[src/common/tcc_timer3_defs.vh]
`ifndef TCC_TIMER3_DEFS_VH
`define TCC_TIMER3_DEFS_VH

// Register indexes; byte address is four times the index
`define TCC_IDX_PIN_ACTION   8'h90
`define TCC_IDX_MODE         8'h91
`define TCC_IDX_COUNTER      8'h92
`define TCC_IDX_CMP1         8'h94
`define TCC_IDX_CMP2         8'h96
`define TCC_IDX_CMP3         8'h98
`define TCC_IDX_CH4          8'h9A
`define TCC_IDX_MASK         8'h9C
`define TCC_IDX_FLAGS        8'h9D

// Mode control field positions
`define TCC_MODE_EDGE_HI     7
`define TCC_MODE_EDGE_LO     6
`define TCC_MODE_PRE_HI      5
`define TCC_MODE_PRE_LO      4
`define TCC_MODE_SRC_HI      3
`define TCC_MODE_SRC_LO      2
`define TCC_MODE_HALT        1
`define TCC_MODE_CAPSEL      0

// Field encodings shared by edge, prescale, source and pin action
`define TCC_SEL_00           2'h0
`define TCC_SEL_01           2'h1
`define TCC_SEL_10           2'h2
`define TCC_SEL_11           2'h3

// Prescaler terminal counts for divide by 4 and by 16
`define TCC_DIV4_LAST        4'h3
`define TCC_DIV16_LAST       4'hF

// Reset and preset values
`define TCC_RST_BYTE         8'h00
`define TCC_RST_COUNTER      16'h0000
`define TCC_RST_CMP          16'hFFFF
`define TCC_COUNTER_TOP      16'hFFFF
`define TCC_TEST_PRESET      16'hFFF8
`define TCC_RST_FLAGS        5'h00

`endif

[src/logic/tcc_timer3.v]
// Register access over Wishbone was decided locally.
`timescale 1ns/100ps
`include "tcc_timer3_defs.vh"

module tcc_timer3 (
   input  wire        clock,             // E clock, 50 MHz
   input  wire        resetn,            // Async reset, active low
   input  wire        wb_cyc_i,          // Wishbone cycle
   input  wire        wb_stb_i,          // Wishbone strobe
   input  wire        wb_we_i,           // Wishbone write enable
   input  wire [9:0]  wb_adr_i,          // Wishbone byte address
   input  wire [3:0]  wb_sel_i,          // Wishbone byte selects
   input  wire [31:0] wb_dat_i,          // Wishbone write data
   output reg  [31:0] wb_dat_o,          // Wishbone read data
   output reg         wb_ack_o,          // Wishbone acknowledge
   input  wire        special_mode_flag, // Special test mode
   input  wire        cpu_irq_mask,      // CPU global mask, 1 masks
   input  wire        first_timer_tick,  // First timer rate pulse
   input  wire        ext_count_pin,     // Pin 3 external count input
   output reg  [2:0]  compare_pin_out,   // Pins 4..6 level
   output wire [2:0]  compare_pin_oe,    // Pins 4..6 drive enable
   input  wire        ch4_pin_in,        // Pin 7 input
   output wire        ch4_pin_out,       // Pin 7 level
   output wire        ch4_pin_oe,        // Pin 7 drive enable
   output reg         channel_irq,       // Shared channel interrupt
   output reg         overflow_irq       // Counter overflow interrupt
);

   // Index decode helper used by every register select
   function hit;
      input [7:0] idx;
      input [7:0] target;
      begin
         hit = (idx == target);
      end
   endfunction

   // Byte-lane merge for the compare and channel four registers
   function [15:0] merge16;
      input [15:0] old;
      input [15:0] data;
      input [1:0]  sel;
      begin
         merge16 = {sel[1] ? data[15:8] : old[15:8],
                    sel[0] ? data[7:0]  : old[7:0]};
      end
   endfunction

   reg  [7:0]  pin_action_control;
   reg  [7:0]  mode_control;
   reg         prescale_locked;
   reg         source_locked;
   reg  [15:0] free_counter;
   reg  [15:0] cmp_val [0:3];
   reg  [3:0]  cmp_inhibit;
   reg  [4:0]  irq_enable;
   reg  [4:0]  event_flags;
   reg  [7:0]  low_byte_buf;
   reg         low_buf_valid;
   reg  [3:0]  pre_cnt;
   reg         count_moved;
   reg  [2:0]  ext_sync;
   reg  [2:0]  cap_sync;
   reg         ch4_level;
   reg  [31:0] next_rdata;
   reg  [4:0]  next_flags;
   reg         int_tick;
   reg         tick;
   reg         cap_evt;
   wire        access;
   wire        wr;
   wire        rd;
   wire [7:0]  idx;
   wire [1:0]  edge_sel;
   wire [1:0]  prescale_sel;
   wire [1:0]  source_sel;
   wire        counter_halt;
   wire        ch4_capture_select;
   wire        counter_wr;
   wire        ext_rise;
   wire        ext_fall;
   wire        cap_rise;
   wire        cap_fall;
   wire [3:0]  match;
   wire        wrap;
   wire [2:0]  out_level;
   integer     k;

   assign access = wb_cyc_i & wb_stb_i & ~wb_ack_o;
   assign wr     = access & wb_we_i;
   assign rd     = access & ~wb_we_i;
   assign idx    = wb_adr_i[9:2];

   assign edge_sel     = mode_control[`TCC_MODE_EDGE_HI:`TCC_MODE_EDGE_LO];
   assign prescale_sel = mode_control[`TCC_MODE_PRE_HI:`TCC_MODE_PRE_LO];
   assign source_sel   = mode_control[`TCC_MODE_SRC_HI:`TCC_MODE_SRC_LO];
   assign counter_halt       = mode_control[`TCC_MODE_HALT];
   assign ch4_capture_select = mode_control[`TCC_MODE_CAPSEL];
   assign counter_wr = wr & hit(idx, `TCC_IDX_COUNTER) & (|wb_sel_i[1:0]);

   // Bus answer: one registered ack per request, unmapped reads give zero
   always @(posedge clock or negedge resetn) begin
      if (!resetn) begin
         wb_ack_o <= 1'b0;
         wb_dat_o <= 32'h00000000;
      end else begin
         wb_ack_o <= access;
         if (rd)
            wb_dat_o <= next_rdata;
      end
   end

   // Read multiplexer; lone low-byte counter read uses the latched byte
   always @* begin
      next_rdata = 32'h00000000;
      if (hit(idx, `TCC_IDX_PIN_ACTION))
         next_rdata[7:0] = pin_action_control;
      else if (hit(idx, `TCC_IDX_MODE))
         next_rdata[7:0] = mode_control;
      else if (hit(idx, `TCC_IDX_COUNTER)) begin
         next_rdata[15:0] = free_counter;
         if (low_buf_valid && !wb_sel_i[1])
            next_rdata[7:0] = low_byte_buf;
      end else if (hit(idx, `TCC_IDX_CMP1))
         next_rdata[15:0] = cmp_val[0];
      else if (hit(idx, `TCC_IDX_CMP2))
         next_rdata[15:0] = cmp_val[1];
      else if (hit(idx, `TCC_IDX_CMP3))
         next_rdata[15:0] = cmp_val[2];
      else if (hit(idx, `TCC_IDX_CH4))
         next_rdata[15:0] = cmp_val[3];
      else if (hit(idx, `TCC_IDX_MASK))
         next_rdata[7:0] = {irq_enable, 3'h0};
      else if (hit(idx, `TCC_IDX_FLAGS))
         next_rdata[7:0] = {event_flags, 3'h0};
   end

   // Coherent counter read: buffer lives for exactly the next access
   always @(posedge clock or negedge resetn) begin
      if (!resetn) begin
         low_byte_buf  <= `TCC_RST_BYTE;
         low_buf_valid <= 1'b0;
      end else if (access) begin
         low_buf_valid <= 1'b0;
         if (rd && hit(idx, `TCC_IDX_COUNTER) && wb_sel_i[1] &&
             !wb_sel_i[0]) begin
            low_byte_buf  <= free_counter[7:0];
            low_buf_valid <= 1'b1;
         end
      end
   end

   // Control registers; prescale and source fields lock on first write
   always @(posedge clock or negedge resetn) begin
      if (!resetn) begin
         pin_action_control <= `TCC_RST_BYTE;
         mode_control       <= `TCC_RST_BYTE;
         prescale_locked    <= 1'b0;
         source_locked      <= 1'b0;
         irq_enable         <= 5'h00;
      end else if (wr && wb_sel_i[0]) begin
         if (hit(idx, `TCC_IDX_PIN_ACTION))
            pin_action_control <= wb_dat_i[7:0];
         if (hit(idx, `TCC_IDX_MODE)) begin
            mode_control[`TCC_MODE_EDGE_HI:`TCC_MODE_EDGE_LO] <=
               wb_dat_i[`TCC_MODE_EDGE_HI:`TCC_MODE_EDGE_LO];
            mode_control[`TCC_MODE_HALT]   <= wb_dat_i[`TCC_MODE_HALT];
            mode_control[`TCC_MODE_CAPSEL] <= wb_dat_i[`TCC_MODE_CAPSEL];
            if (!prescale_locked)
               mode_control[`TCC_MODE_PRE_HI:`TCC_MODE_PRE_LO] <=
                  wb_dat_i[`TCC_MODE_PRE_HI:`TCC_MODE_PRE_LO];
            if (!source_locked)
               mode_control[`TCC_MODE_SRC_HI:`TCC_MODE_SRC_LO] <=
                  wb_dat_i[`TCC_MODE_SRC_HI:`TCC_MODE_SRC_LO];
            prescale_locked <= 1'b1;
            source_locked   <= 1'b1;
         end
         if (hit(idx, `TCC_IDX_MASK))
            irq_enable <= wb_dat_i[7:3];
      end
   end

   // Pin synchronisers; first stage feeds only the second
   always @(posedge clock or negedge resetn) begin
      if (!resetn) begin
         ext_sync <= 3'h0;
         cap_sync <= 3'h0;
      end else begin
         ext_sync <= {ext_sync[1:0], ext_count_pin};
         cap_sync <= {cap_sync[1:0], ch4_pin_in};
      end
   end

   // Edges count when stages two and three differ
   assign ext_rise = ext_sync[1] & ~ext_sync[2];
   assign ext_fall = ~ext_sync[1] & ext_sync[2];
   assign cap_rise = cap_sync[1] & ~cap_sync[2];
   assign cap_fall = ~cap_sync[1] & cap_sync[2];

   // Prescaler; cleared while halted so restart phase is known
   always @(posedge clock or negedge resetn) begin
      if (!resetn)
         pre_cnt <= 4'h0;
      else if (counter_halt)
         pre_cnt <= 4'h0;
      else
         pre_cnt <= pre_cnt + 4'h1;
   end

   // Count tick selection: internal rate or external edges
   always @* begin
      case (prescale_sel)
         `TCC_SEL_00: int_tick = first_timer_tick;
         `TCC_SEL_01: int_tick = 1'b1;
         `TCC_SEL_10: int_tick = (pre_cnt[1:0] == `TCC_DIV4_LAST);
         default:     int_tick = (pre_cnt == `TCC_DIV16_LAST);
      endcase
      // External pin must respect the E/2 and E/4 limits
      case (source_sel)
         `TCC_SEL_00: tick = int_tick;
         `TCC_SEL_01: tick = ext_rise;
         `TCC_SEL_10: tick = ext_fall;
         default:     tick = ext_rise | ext_fall;
      endcase
      case (edge_sel)
         `TCC_SEL_01: cap_evt = cap_rise;
         `TCC_SEL_10: cap_evt = cap_fall;
         `TCC_SEL_11: cap_evt = cap_rise | cap_fall;
         default:     cap_evt = 1'b0;
      endcase
      cap_evt = cap_evt & ch4_capture_select;
   end

   assign wrap = tick & ~counter_halt & ~counter_wr &
                 (free_counter == `TCC_COUNTER_TOP);

   // Free counter: halt beats bus write, bus write beats counting
   always @(posedge clock or negedge resetn) begin
      if (!resetn) begin
         free_counter <= `TCC_RST_COUNTER;
         count_moved  <= 1'b0;
      end else begin
         count_moved <= tick & ~counter_halt & ~counter_wr;
         if (counter_halt)
            free_counter <= `TCC_RST_COUNTER;
         else if (counter_wr) begin
            if (!special_mode_flag)
               free_counter <= `TCC_RST_COUNTER;
            else if (wb_sel_i[1])
               free_counter <= `TCC_TEST_PRESET;
         end else if (tick)
            free_counter <= free_counter + 16'h0001;
      end
   end

   // Compare and channel four registers; capture wins over a bus write
   always @(posedge clock or negedge resetn) begin
      if (!resetn) begin
         for (k = 0; k < 4; k = k + 1)
            cmp_val[k] <= `TCC_RST_CMP;
         cmp_inhibit <= 4'h0;
      end else begin
         for (k = 0; k < 4; k = k + 1) begin
            cmp_inhibit[k] <= 1'b0;
            if (wr && hit(idx, `TCC_IDX_CMP1 + {k[6:0], 1'b0})) begin
               cmp_val[k]     <= merge16(cmp_val[k], wb_dat_i[15:0],
                                         wb_sel_i[1:0]);
               cmp_inhibit[k] <= wb_sel_i[1];
            end
         end
         if (cap_evt)
            cmp_val[3] <= free_counter;
      end
   end

   // Match on each counter step, skipping an inhibited channel
   genvar g;
   generate
      for (g = 0; g < 4; g = g + 1) begin : g_chan
         wire [1:0] action;
         wire       allowed;
         assign action  = pin_action_control[7 - 2 * g -: 2];
         assign allowed = (g == 3) ? ~ch4_capture_select : 1'b1;
         assign match[g] = count_moved & ~cmp_inhibit[g] & allowed &
                           (free_counter == cmp_val[g]);
         if (g < 3) begin : g_out
            reg level;
            // Pin action on a successful compare
            always @(posedge clock or negedge resetn) begin
               if (!resetn)
                  level <= 1'b0;
               else if (match[g]) begin
                  case (action)
                     `TCC_SEL_01: level <= ~level;
                     `TCC_SEL_10: level <= 1'b0;
                     `TCC_SEL_11: level <= 1'b1;
                     default:     level <= level;
                  endcase
               end
            end
            assign out_level[g] = level;
            assign compare_pin_oe[g] = (action != `TCC_SEL_00);
         end else begin : g_ch4
            // Channel four level, only driven in compare mode
            always @(posedge clock or negedge resetn) begin
               if (!resetn)
                  ch4_level <= 1'b0;
               else if (match[g]) begin
                  case (action)
                     `TCC_SEL_01: ch4_level <= ~ch4_level;
                     `TCC_SEL_10: ch4_level <= 1'b0;
                     `TCC_SEL_11: ch4_level <= 1'b1;
                     default:     ch4_level <= ch4_level;
                  endcase
               end
            end
            assign ch4_pin_oe = allowed & (action != `TCC_SEL_00);
         end
      end
   endgenerate

   assign ch4_pin_out = ch4_level;

   // One driver for the pin bus; each level lives in its own channel
   always @*
      compare_pin_out = out_level;

   // Event flags: set beats a write-one clear in the same cycle
   always @* begin
      next_flags = event_flags;
      if (wr && wb_sel_i[0] && hit(idx, `TCC_IDX_FLAGS))
         next_flags = event_flags & ~wb_dat_i[7:3];
      next_flags = next_flags |
                   {match[0], match[1], match[2],
                    match[3] | cap_evt, wrap};
   end

   // Interrupt requests, registered, gated by the CPU mask
   always @(posedge clock or negedge resetn) begin
      if (!resetn) begin
         event_flags  <= `TCC_RST_FLAGS;
         channel_irq  <= 1'b0;
         overflow_irq <= 1'b0;
      end else begin
         event_flags  <= next_flags;
         channel_irq  <= ~cpu_irq_mask &
                         (|(event_flags[4:1] & irq_enable[4:1]));
         overflow_irq <= ~cpu_irq_mask &
                         event_flags[0] & irq_enable[0];
      end
   end

endmodule // tcc_timer3

[config.mk]
export PLATFORM = sky130hd
export DESIGN_NAME = tcc_timer3
export DESIGN_NICKNAME = d
export VERILOG_FILES = /design/src/logic/tcc_timer3.v
export VERILOG_INCLUDE_DIRS = /design/src /design/src/common
export SDC_FILE = /design/constraint.sdc
export NUM_CORES = 1
export LEC_CHECK = 0
export BUFFER_PORTS_ARGS = -buffer_cell sky130_fd_sc_hd__buf_4
export CORE_UTILIZATION = 51
export DETAILED_ROUTE_END_ITERATION = 7
export GPL_TIMING_DRIVEN = 0
export MAX_ROUTING_LAYER = met4
export PLACE_DENSITY = 0.74
export SYNTH_ARGS = -nofsm -noshare
export SYNTH_HDL_FRONTEND = slang
export SYNTH_SLANG_ARGS = --single-unit
[constraint.sdc]
create_clock -name clock -period 3 [get_ports clock]
set_clock_uncertainty 0.05 [all_clocks]
set_input_delay 0.3 -clock clock [delete_from_list [all_inputs] [get_ports clock]]
set_output_delay 0.3 -clock clock [all_outputs]
set_load 0.03 [all_outputs]
# After elaboration in Yosys (flattened, before gate mapping)
# Index checks and enable logic that the tools add are counted.
[classes]
add_sub_neg = 2
eq_ne = 36
n_mux = 36
n_bitwise = 53
reduce_logical = 46
[ops]
columns = ["op", "count"]
rows = [
  ["16-bit two-way mux", 11],
  ["8-bit two-way mux", 11],
  ["8-bit equality test, second input constant", 9],
  ["16-bit equality test", 4],
  ["2-bit AND reduction", 17],
  ["1-bit AND", 27],
  ["2-bit equality test, second input constant", 13],
  ["1-bit one-hot mux with 3 select lines", 7],
  ["1-bit NOT", 19],
  ["16-bit by 1-bit adder with 16-bit output, second input constant", 1],
  ["16-bit equality test, second input constant", 1],
  ["3-bit nonzero test", 5],
  ["2-bit by 1-bit equality test with 1-bit output, second input constant", 7],
  ["2-bit nonzero test", 7],
  ["1-bit logical AND", 10],
  ["5-bit AND", 1],
  ["1-bit two-way mux", 5],
  ["5-bit two-way mux", 1],
  ["5-bit NOT", 1],
  ["5-bit OR", 1],
  ["4-bit by 1-bit adder with 4-bit output, second input constant", 1],
  ["4-bit AND", 1],
  ["4-bit equality test, second input constant", 1],
  ["2-bit zero test", 2],
  ["other kinds (7)", 10],
]
[word_totals]
ff_bits = 154
input_bits = 56
word_cells = 204

# Depth between registers and ports, before layout
# Gate-level depths: netlist of run 1.
[logic_depth]
depth_word = 10
mapped_depth = 9

# Least setup slack after synthesis of run 1
# Ideal clock, no wire load.
[synth_timing]
path_kind = "register to register"
start = "register cap_sync[1]"
end = "register cmp_val[6] in the netlist's numbering"
setup_ns = 0.082
arrival_ns = 1.955
required_ns = 2.868
setup_slack_ns = 0.913
stages_incl_launch_ff = 9
synth_period_minus_slack_ns = 2.087
path_cell_list = "dfrtp_1 inv_1 ha_1 nor2b_1 o21ai_0 a21boi_2 buf_2 mux2_2 mux2_2"
[synth_between]
elab_chain_cells = 7
[synth_rtl]
columns = ["item", "line", "rtl"]
rows = [
  ["start, declared", "tcc_timer3.v:63", "reg [2:0] cap_sync;"],
  ["start signal, assigned", "tcc_timer3.v:190", "cap_sync <= {cap_sync[1:0], ch4_pin_in};"],
  ["1-bit NOT", "tcc_timer3.v:198", "assign cap_fall = ~cap_sync[1] & cap_sync[2];"],
  ["1-bit AND", "tcc_timer3.v:198", ""],
  ["1-bit OR", "tcc_timer3.v:228", "`TCC_SEL_11: cap_evt = cap_rise | cap_fall;"],
  ["1-bit one-hot mux with 3 select lines (*)", "tcc_timer3.v:225", "case (edge_sel)"],
  ["1-bit AND (*)", "tcc_timer3.v:231", "cap_evt = cap_evt & ch4_capture_select;"],
  ["2-bit nonzero test (no source line)", "--", ""],
  ["2-bit AND reduction (no source line)", "--", ""],
  ["end signal, assigned by index", "tcc_timer3.v:260", "cmp_val[k] <= `TCC_RST_CMP;"],
  ["end signal, assigned by index", "tcc_timer3.v:266", "cmp_val[k] <= merge16(cmp_val[k], wb_dat_i[15:0],"],
  ["end, declared", "tcc_timer3.v:54", "reg [15:0] cmp_val [0:3];"],
]
# Every way passes the cells marked *; elsewhere a longest branch is shown, timed or not.
# A chain may end at the register's enable or synchronous reset.

# Final worst setup path of run 1
[layout_timing]
start = "register wb_ack_o"
end = "register wb_dat_o[9]"
[layout_between]
elab_chain_cells = 3
[layout_rtl]
columns = ["item", "line", "rtl"]
rows = [
  ["start, declared", "tcc_timer3.v:15", "output reg wb_ack_o,"],
  ["start signal, assigned", "tcc_timer3.v:107", "wb_ack_o <= access;"],
  ["1-bit NOT", "tcc_timer3.v:89", "assign access = wb_cyc_i & wb_stb_i & ~wb_ack_o;"],
  ["1-bit AND", "tcc_timer3.v:89", ""],
  ["1-bit AND", "tcc_timer3.v:91", "assign rd = access & ~wb_we_i;"],
  ["end signal, assigned", "tcc_timer3.v:109", "wb_dat_o <= next_rdata;"],
  ["end, declared", "tcc_timer3.v:14", "output reg [31:0] wb_dat_o,"],
]
# No other way between the ends.

==> results.json, run 1 <==
{
  "whs_ns": 0.0899,
  "synthToLayoutAreaGrowth_pct": 16.5,
  "vias": 7187,
  "required_ns": 3.31,
  "ys_seq_elements": 154,
  "critPathLaunchType": "register",
  "gp_congestion": 0.972,
  "clock_latency_ns": 0.43,
  "grt_pass1_vias": 6948,
  "yosysSeqAreaShare_pct": 44.7,
  "routed_wl_mm": 25.6,
  "drive_gt1_share_pct": 31.8,
  "relSlewSlack_pct": 31.1,
  "postCtsResizedCells": 0,
  "drt-initial-drc-count": 730,
  "die_x_um": 133,
  "p_leak_nw": 4.61,
  "avgSynthCellArea_sq_um": 10.4,
  "drcViolationCount": 0,
  "viasPerCell": 6.10,
  "fin_nets": 1008,
  "htreeDepth": 4,
  "synth_area_sq_mm": 0.00880,
  "synth-edff-count": 0,
  "critPathKind": "reg -> reg",
  "hp-start": "wb_dat_i[9]",
  "postRouteAntennaNets": 0,
  "antenna_found_initial": 0,
  "timing.fmax_mhz": 391,
  "portBuffers": 61,
  "ys_types": 77,
  "track_usage_pct": 30.8,
  "synth_cells": 846,
  "hold_viol_final": 0,
  "critPathMaxFanout": 10,
  "n_antenna_cell": 0,
  "peakVddDrop_v": 0.000506,
  "clock-sinks": 154,
  "rr_startpoint": "wb_ack_o",
  "r2r-end": "wb_dat_o[9]",
  "grt_pass1_wl_mm": 39.8,
  "synthFlopType": "dfrtp_1",
  "worstPathArrival_ns": 2.87,
  "whs_path_depth": 2,
  "ys_warn_count": 0,
  "clk_pin_slew_ns": 0.06,
  "hpwl_mm": 18.8,
  "worst-slew-pin-transition_ns": 1.03,
  "outcome": "finished, final reports clean",
  "power_density_mw_per_mm2": 470,
  "routedWlPerCell_um": 21.7,
  "dieHeight_um": 133,
  "whs_endpoint": "cmp_val[25]",
  "design_area_sq_mm": 0.0103,
  "die_area_sq_mm": 0.0178,
  "grt_max_degree": 93,
  "async_reset_ff_share_pct": 100,
  "clockBufferDepth": 2,
  "drv_slew": 0,
  "setup_ws_ns": 0.439,
  "setup_viol": 0,
  "numCtsBuffers": 17,
  "maxCapViolations": 0,
  "rrSetupSlack_ns": 0.44,
  "post-route-period-util_pct": 85.4,
  "endpoint_kind": "register",
  "fp.coreArea_sq_mm": 0.0167,
  "rsz0062_at_grt": "no",
  "boundaryPins": 99,
  "clockRootBuffer": "clkbuf_16",
  "reg2regPathDepth": 5,
  "fin_crit_ns": 2.56,
  "tritoncts": "built",
  "placed_cell_area_sq_mm": 0.00962,
  "start_util_pct": 52.7,
  "grt_overflow": 0,
  "fin_tns_setup_ns": 0,
  "dp_slack_ns": 0.499,
  "hp-class": "in -> reg",
  "fp-row-count": 47,
  "drt_first_pass_iters": 5
}
-- worst max-delay path, stage by stage, from the launching register on --
cell	delay [ns]
dfrtp_1	0.39
nand3b_1	0.21
nor2_1	0.80
clkbuf_1	0.59
o2111ai_1	0.31
nand2_1	0.13
-- through the flow --
step	power, mW	instances	util, %
4_1_cts	4.82	1179	61.4
5_1_grt	4.95	1179	61.4
3_3_place_gp	2.66	1142	57.4
6_report	4.81	1179	61.4
3_5_place_dp	2.67	1143	57.6
2_1_floorplan	2.45	861	-
-- routing by layer --
layer  share of wire (%)  track usage (%)
met2                  46             47.0
met3                 8.4             7.00
met5                   0                -
met1                  43             40.4
met4                 2.6             10.1
-- placed cells by master (no fill, tap or decap), types with 5 or more instances in the layout --
cell       Yosys  final
ha_1           6      6
mux2i_1       26     26
nor3_1        18     18
nand3_1       17     17
o21ai_0       35     35
dfstp_2       64     64
clkbuf_1      29     29
nor2b_1       10     10
o32ai_1        6      6
and3_1        10     10
nor4_1         6      6
o2111ai_1      5      5
nand2b_1      18     18
or2_2          6      6
buf_1          5      5
nor2_1        50     50
a21oi_1       28     28
buf_4         21     81
nand2_1       60     60
inv_1         26     26
a211oi_1      11     11
nand4_1       18     18
xor2_1        13     13
mux2_2        84     84
buf_2         14     14
xnor2_1       50     50
o22ai_1       10     10
a311oi_1       6      6
conb_1         1     16
a22oi_1        8      8
dfrtp_1       90     90
clkbuf_16      0     17
o211a_1        6      6
a221oi_1       7      7
-- how the worst max path moves through the flow --
stage | slack, ns | startpoint | endpoint
floorplan | 0.91 | cap_sync[1] | cmp_val[6]
global placement | 0.55 | ext_sync[1] | free_counter[8]
detailed placement | 0.50 | ext_sync[1] | free_counter[8]
CTS | 0.47 | ext_sync[1] | free_counter[14]
global route | 0.24 | cap_sync[1] | cmp_val[9]
finish | 0.44 | wb_ack_o | wb_dat_o[9]
-- cell type report --
cell class	count	area [sq um]
fill	1390	6450
clock buffer	19	453
clock inverter	13	141
timing repair buffer	66	529
inverter	27	101
tap	220	275
multi-input combinational	609	4440
sequential	154	3930
buffer	71	378
-- logic make-up (layout without fill, tap and decap cells) --
group                      after synthesis  count (layout)  synth area share (%)
muxes                                  113             113                  14.2
adders and majority gates                6               6                 0.853
buffers and inverters                   98             196                  5.45
other                                    1              16                0.0426
AOI/OAI and AO/OA                      168             168                  13.5
xor gates and xnor gates                63              63                  6.27
DFF                                    154             154                  44.7
and+or+nand+nor                        243             243                  15.0
-- cells in the mapped netlist (all sizes together), types with 6 or more instances --
| master | instances | share of area (%) |
|---|---|---|
| a221oi | 7 | 0.70 |
| or2 | 6 | 0.43 |
| a21oi | 29 | 1.7 |
| mux2 | 87 | 11 |
| dfstp | 64 | 19 |
| mux2i | 26 | 3.0 |
| nor2 | 50 | 2.1 |
| buf | 42 | 3.1 |
| ha | 6 | 0.85 |
| and3 | 10 | 0.71 |
| xnor2 | 50 | 5.0 |
| a211oi | 11 | 0.94 |
| o21ai | 35 | 2.0 |
| xor2 | 13 | 1.3 |
| o22ai | 10 | 0.71 |
| nor2b | 10 | 0.71 |
| nor4 | 9 | 0.95 |
| inv | 27 | 1.2 |
| nand2b | 18 | 1.3 |
| o32ai | 6 | 0.60 |
| o211a | 6 | 0.68 |
| nand3 | 17 | 0.97 |
| dfrtp | 90 | 26 |
| clkbuf | 29 | 1.2 |
| nor3 | 22 | 1.6 |
| a22oi | 8 | 0.68 |
| a311oi | 6 | 0.60 |
| nand4 | 18 | 1.3 |
| nand2 | 61 | 2.6 |
-- flip-flops by register name (all words and copies together), names as in the netlist --
signal,cells
cap_sync,3
ch4_pin_out,1
channel_irq,1
cmp_inhibit,4
cmp_val,64
count_moved,1
event_flags,5
ext_sync,3
free_counter,16
g_chan.g_out.level,3
irq_enable,5
low_buf_valid,1
low_byte_buf,8
mode_control,8
overflow_irq,1
pin_action_control,8
pre_cnt,4
source_locked,1
wb_ack_o,1
wb_dat_o,16
-- repair_timing --
action,4_1_cts,5_1_grt
endpoints found under the hold margin,50,0
hold buffers,4,0
setup endpoints to repair,0,0
buffers inserted,0,0
-- power by group --
group,internal (mW),total (mW),switching [mW]
combinational,0.169,0.462,0.293
clock,1.27,2.17,0.898
sequential,2.14,2.18,0.0401
Power figures use the tool's default switching activity.
==> run 2, diff against run 1 <==
==> constraint.sdc (replaced) <==
create_clock -name clock -period 3 [get_ports clock]
set_clock_uncertainty 0.05 [all_clocks]
set_input_delay 0.15 -clock clock [delete_from_list [all_inputs] [get_ports clock]]
set_output_delay 0.15 -clock clock [all_outputs]
set_load 0.03 [all_outputs]
==> run 2 against run 1 <==
Combinational power is 3% higher. Critical path depth is 3 higher. Via count is 1.1% higher. Clock power hardly changed.
==> results.json, run 2 (synthesis results as in run 1) <==
{
  "outcome": "finished, final reports clean",
  "drv_slew": 0,
  "numCtsBuffers": 17,
  "maxCapViolations": 0,
  "grt_util_met1_pct": 40.9,
  "drcViolationCount": 0,
  "grt_pass1_vias": 7022,
  "rsz0062_at_grt": "no",
  "grt_max_degree": 93,
  "drive_gt1_share_pct": 31.4,
  "fp-row-count": 47,
  "htreeDepth": 4,
  "boundaryPins": 99,
  "routed_wl_mm": 25.8,
  "die_area_sq_mm": 0.0178,
  "p_leak_nw": 4.68,
  "clock-sinks": 154,
  "dieHeight_um": 133,
  "drt_first_pass_iters": 5,
  "tritoncts": "built",
  "worst-slew-pin-transition_ns": 1.03,
  "timing.fmax_mhz": 361,
  "track_usage_pct": 31.0,
  "n_antenna_cell": 0,
  "setup_viol": 0,
  "synthToLayoutAreaGrowth_pct": 18.3,
  "gp_congestion": 0.972,
  "whs_path_depth": 4,
  "grt_overflow": 0,
  "fin_nets": 1024,
  "regMostFlops": "cmp_val",
  "drt-initial-drc-count": 700,
  "largestRegisters": "cmp_val: 64 flops, free_counter: 16 flops, wb_dat_o: 16 flops",
  "viasPerCell": 6.08,
  "fp.coreArea_sq_mm": 0.0167,
  "top_usage_layer": "met2",
  "vias": 7266,
  "fin_tns_setup_ns": 0,
  "worstPathArrival_ns": 3.05,
  "clk_pin_slew_ns": 0.06,
  "hold_viol_final": 0,
  "die_x_um": 133,
  "required_ns": 3.29,
  "largest_reg_flops": 64,
  "hpwl_mm": 18.8,
  "clockRootBuffer": "clkbuf_16",
  "relSlewSlack_pct": 31.3,
  "postRouteAntennaNets": 0,
  "critPathKind": "reg -> reg",
  "antenna_found_initial": 0,
  "power_density_mw_per_mm2": 464,
  "gr-usage-met2_pct": 47.1,
  "grt_pass1_wl_mm": 40.1,
  "postCtsResizedCells": 0,
  "hp-class": "in -> reg",
  "peakVddDrop_v": 0.000506,
  "post-route-period-util_pct": 92.2,
  "mostFrequentLayoutCells": "90 x dfrtp_1, 84 x mux2_2, 82 x buf_4",
  "whs_ns": 0.0139,
  "clock_latency_ns": 0.43,
  "fin_crit_ns": 2.77,
  "start_util_pct": 52.7,
  "endpoint_kind": "register",
  "critPathLaunchType": "register",
  "portBuffers": 61,
  "clockBufferDepth": 2,
  "reg2regPathDepth": 8,
  "final_common_cell": "dfrtp_1",
  "grtUsageMet3_pct": 6.62,
  "critPathMaxFanout": 9,
  "finalPower_mw": 4.83,
  "routedWlPerCell_um": 21.6
}
[run 2: cell types whose count changed in the layout (fill, tap and decap cells not counted), sizes merged]
cell	delta
buf	+1
dlygate4sd3	+15
[run 2: repair_timing]
item | CTS | global route
hold buffers | 19 | 0
setup buffers | 0 | 1
endpoints found under the hold margin | 94 | 0
endpoints found under the setup margin | 0 | 5
[run 2: per-stage QoR]
stage	std cells	setup WS (ns)	utilization, %	instance area (sq um)
floorplan	861	0.913	-	8850
global placement	1142	0.554	57.4	9590
detailed placement	1143	0.499	57.6	9620
CTS	1194	0.197	62.3	10400
global route	1195	0.0728	62.3	10400
finish	1195	0.233	62.3	10400
[run 2: power by group]
group / leakage (nW) / switching, mW / internal, mW
combinational: 2.53 / 0.296 / 0.182
sequential: 1.86 / 0.0399 / 2.14
clock: 0.288 / 0.901 / 1.27
[run 2: path summary, 6_finish.rpt]
check,start,endpoint,slack (ns)
min in group asynchronous,resetn,cap_sync[0],0.22
max,wb_ack_o,cmp_val[9],0.23
min reg2reg,cap_sync[0],cap_sync[1],0.30
min,wb_stb_i,low_buf_valid,0.01
max in group asynchronous,resetn,cmp_val[37],1.78
max reg2reg,wb_ack_o,cmp_val[9],0.23
[run 2: layout make-up]
type                            count  area (sq um)
Fill cell                        1367          6290
Multi-Input combinational cell    609          4440
Sequential cell                   154          3930
Timing Repair Buffer               82           687
Clock buffer                       19           453
Buffer                             71           378
Tap cell                          220           275
Clock inverter                     13           141
Inverter                           27           101
[run 2: worst max-delay path, stage by stage (launching register included)]
cell	delay, ns
dfrtp_1	0.39
nand3b_1	0.19
dlygate4sd3_1	0.59
inv_2	0.07
nand3_1	0.34
or2_2	0.42
buf_2	0.21
mux2i_1	0.17
o21ai_0	0.24
[run 2: per-layer routing]
layer | vias to the layer above | part of all wire [%]
met5 | - | 0
met4 | 0 | 2.9
met3 | 60 | 7.6
met2 | 340 | 46
met1 | 3597 | 43
li1 | 3269 | -
==> run 3, diff against run 2 <==
- ABC_AREA: default -> 0
- RECOVER_POWER: default -> 100
==> run 3 against run 2 <==
The flow now finishes with violations (capacitance limit, slew limit). Die area is the same. Global-route usage is the same. Clock-buffer cell count is the same. Combinational power shrank 5.2%. Register-to-register slack gained 0.02 ns. Critical path type unchanged.
==> results.json, run 3 (synthesis results as in run 1) <==
{
  "viasPerCell": 6.06,
  "final_common_cell": "dfrtp_1",
  "fin_tns_setup_ns": 0,
  "whs_endpoint": "low_buf_valid",
  "worstPathArrival_ns": 3.05,
  "fin_crit_ns": 2.74,
  "clockBufferDepth": 2,
  "critPathLaunchType": "register",
  "start_util_pct": 52.7,
  "drive_gt1_share_pct": 27.0,
  "track_usage_pct": 31.0,
  "crit_start": "wb_ack_o",
  "drv_slew": 63,
  "maxCapViolations": 1,
  "n_antenna_cell": 0,
  "routed_wl_mm": 25.8,
  "die_x_um": 133,
  "numCtsBuffers": 17,
  "fin_nets": 1024,
  "rsz0062_at_grt": "no",
  "mostFrequentLayoutCells": "90 x dfrtp_1, 83 x mux2_2, 64 x dfstp_2",
  "hp-start": "wb_stb_i",
  "die_area_sq_mm": 0.0178,
  "fillCellCount": 1421,
  "endpoint_kind": "register",
  "path_buf_inv": 3,
  "grt_pass1_wl_mm": 40.1,
  "outcome": "complete, but fails checks",
  "clock-sinks": 154,
  "worst-slew-pin-transition_ns": 1.63,
  "grtUsageMet3_pct": 6.62,
  "comb_power_share_pct": 9.4,
  "fp-row-count": 47,
  "postRouteAntennaNets": 0,
  "hp-class": "in -> reg",
  "crit_path_top_delay_cell": "dlygate4sd3_1",
  "drt_first_pass_iters": 5,
  "switchingPower_mw": 1.23,
  "clkPwrFrac_pct": 45.2,
  "power_frac_seq_pct": 45.3,
  "required_ns": 3.31,
  "power_density_mw_per_mm2": 470,
  "r2r-end": "cmp_val[62]",
  "critPathMaxFanout": 8,
  "drt-initial-drc-count": 712,
  "grt_pass1_vias": 7022,
  "design_area_sq_mm": 0.0102,
  "tritoncts": "built",
  "hold_viol_final": 0,
  "postCtsResizedCells": 0,
  "clk_pin_slew_ns": 0.07,
  "p_leak_nw": 4.51,
  "grt_util_met1_pct": 40.9,
  "cell_internal_pwr_mw": 3.57,
  "whs_ns": 0.0144,
  "timing.fmax_mhz": 364,
  "synthToLayoutAreaGrowth_pct": 16.2,
  "rr_startpoint": "wb_ack_o",
  "critPathKind": "reg -> reg",
  "dieHeight_um": 133,
  "rrSetupSlack_ns": 0.26,
  "grt_max_degree": 93,
  "setup_viol": 0,
  "violations": "capacitance limit, slew limit",
  "finalPower_mw": 4.81,
  "clockRootBuffer": "clkbuf_16",
  "routedWlPerCell_um": 21.6,
  "antenna_found_initial": 0,
  "boundaryPins": 99,
  "max_stage_delay_ns": 0.57,
  "peakVddDrop_v": 0.000506,
  "clock_latency_ns": 0.43,
  "grt_overflow": 0,
  "whs_path_depth": 4,
  "gp_congestion": 0.972,
  "top_usage_layer": "met2",
  "vias": 7247,
  "htreeDepth": 4,
  "fp.coreArea_sq_mm": 0.0167,
  "hpwl_mm": 18.8,
  "critPathTopFamily": "buffers and inverters",
  "largest_reg_flops": 64,
  "portBuffers": 61,
  "netSwitchingFraction_pct": 25.7,
  "post-route-period-util_pct": 91.5,
  "placed_cell_area_sq_mm": 0.00962,
  "drcViolationCount": 0,
  "relSlewSlack_pct": -8.62,
  "gr-usage-met2_pct": 47.1,
  "path_cells": "nand3b_1 -> dlygate4sd3_1 -> inv_1 -> nand3_1 -> nor4_1 -> clkbuf_2 -> mux2_2",
  "regMostFlops": "cmp_val",
  "reg2regPathDepth": 7,
  "largestRegisters": "cmp_val: 64 flops, free_counter: 16 flops, wb_dat_o: 16 flops"
}
==> run 3: changes by cell type in the layout (fill, tap and decap cells not counted), moves of 2 or more <==
cell	change
or4_4	-2
buf_2	-3
clkbuf_2	+3
nor4_2	-2
mux2_4	-3
buf_4	-30
buf_1	-2
clkbuf_1	+31
mux2_1	+4
or4_1	+2
clkbuf_4	+2
nor3_4	-2
nor4_1	+3
==> run 3: metrics by stage <==
| stage | util (%) | instances | worst slack, ns |
|---|---|---|---|
| 6_report | 61.2 | 1195 | 0.256 |
| 5_1_grt | 61.2 | 1195 | 0.0577 |
| 4_1_cts | 62.3 | 1194 | 0.197 |
| 3_5_place_dp | 57.6 | 1143 | 0.499 |
| 3_3_place_gp | 57.4 | 1142 | 0.554 |
| 2_1_floorplan | - | 861 | 0.913 |
==> run 3: area by class of cell <==
| cell class | count | area, sq um | area share (%) |
|---|---|---|---|
| Clock inverter | 13 | 141 | 1.38 |
| Tap cell | 220 | 275 | 2.69 |
| Clock buffer | 19 | 453 | 4.43 |
| Timing Repair Buffer | 82 | 577 | 5.64 |
| Buffer | 71 | 375 | 3.67 |
| Sequential cell | 154 | 3930 | 38.5 |
| Multi-Input combinational cell | 609 | 4370 | 42.7 |
| Inverter | 27 | 101 | 0.991 |
==> run 3: metal layers <==
layer,wire length [um],part of all wire (%),vias to the layer above
met3,1990,7.7,61
met4,736,2.8,0
met2,11900,46,342
met5,0,0,-
li1,-,-,3266
met1,11200,43,3578
==> run 3: worst max-delay path by stage <==
stage          cells past startpoint  slack [ns]         endpoint
2_1_floorplan                      8        0.91       cmp_val[6]
3_3_place_gp                       7        0.55  free_counter[8]
3_5_place_dp                       7        0.50  free_counter[8]
4_1_cts                            6        0.20      cmp_val[62]
5_1_grt                            9        0.06       cmp_val[9]
6_report                           7        0.26      cmp_val[62]
==> run 3: worst register-to-register path: stages, from the launching register on <==
cell,delay [ns]
dfrtp_1,0.39
nand3b_1,0.19
dlygate4sd3_1,0.57
inv_1,0.09
nand3_1,0.31
nor4_1,0.37
clkbuf_2,0.32
mux2_2,0.38
==> run 3: power groups by stage <==
| stage | Clock, mW | Combinational (mW) | Sequential [mW] |
|---|---|---|---|
| 2_1_floorplan | 0 | 0.207 | 2.25 |
| 3_3_place_gp | 0 | 0.443 | 2.21 |
| 3_5_place_dp | 0 | 0.454 | 2.21 |
| 4_1_cts | 2.18 | 0.475 | 2.18 |
| 5_1_grt | 2.27 | 0.487 | 2.18 |
| 6_report | 2.18 | 0.453 | 2.18 |
==> run 3: timing repair <==
action | in CTS | in global routing
hold endpoints to repair | 94 | 0
hold buffers | 19 | 0
setup endpoints to repair | 0 | 5
setup buffers | 0 | 1
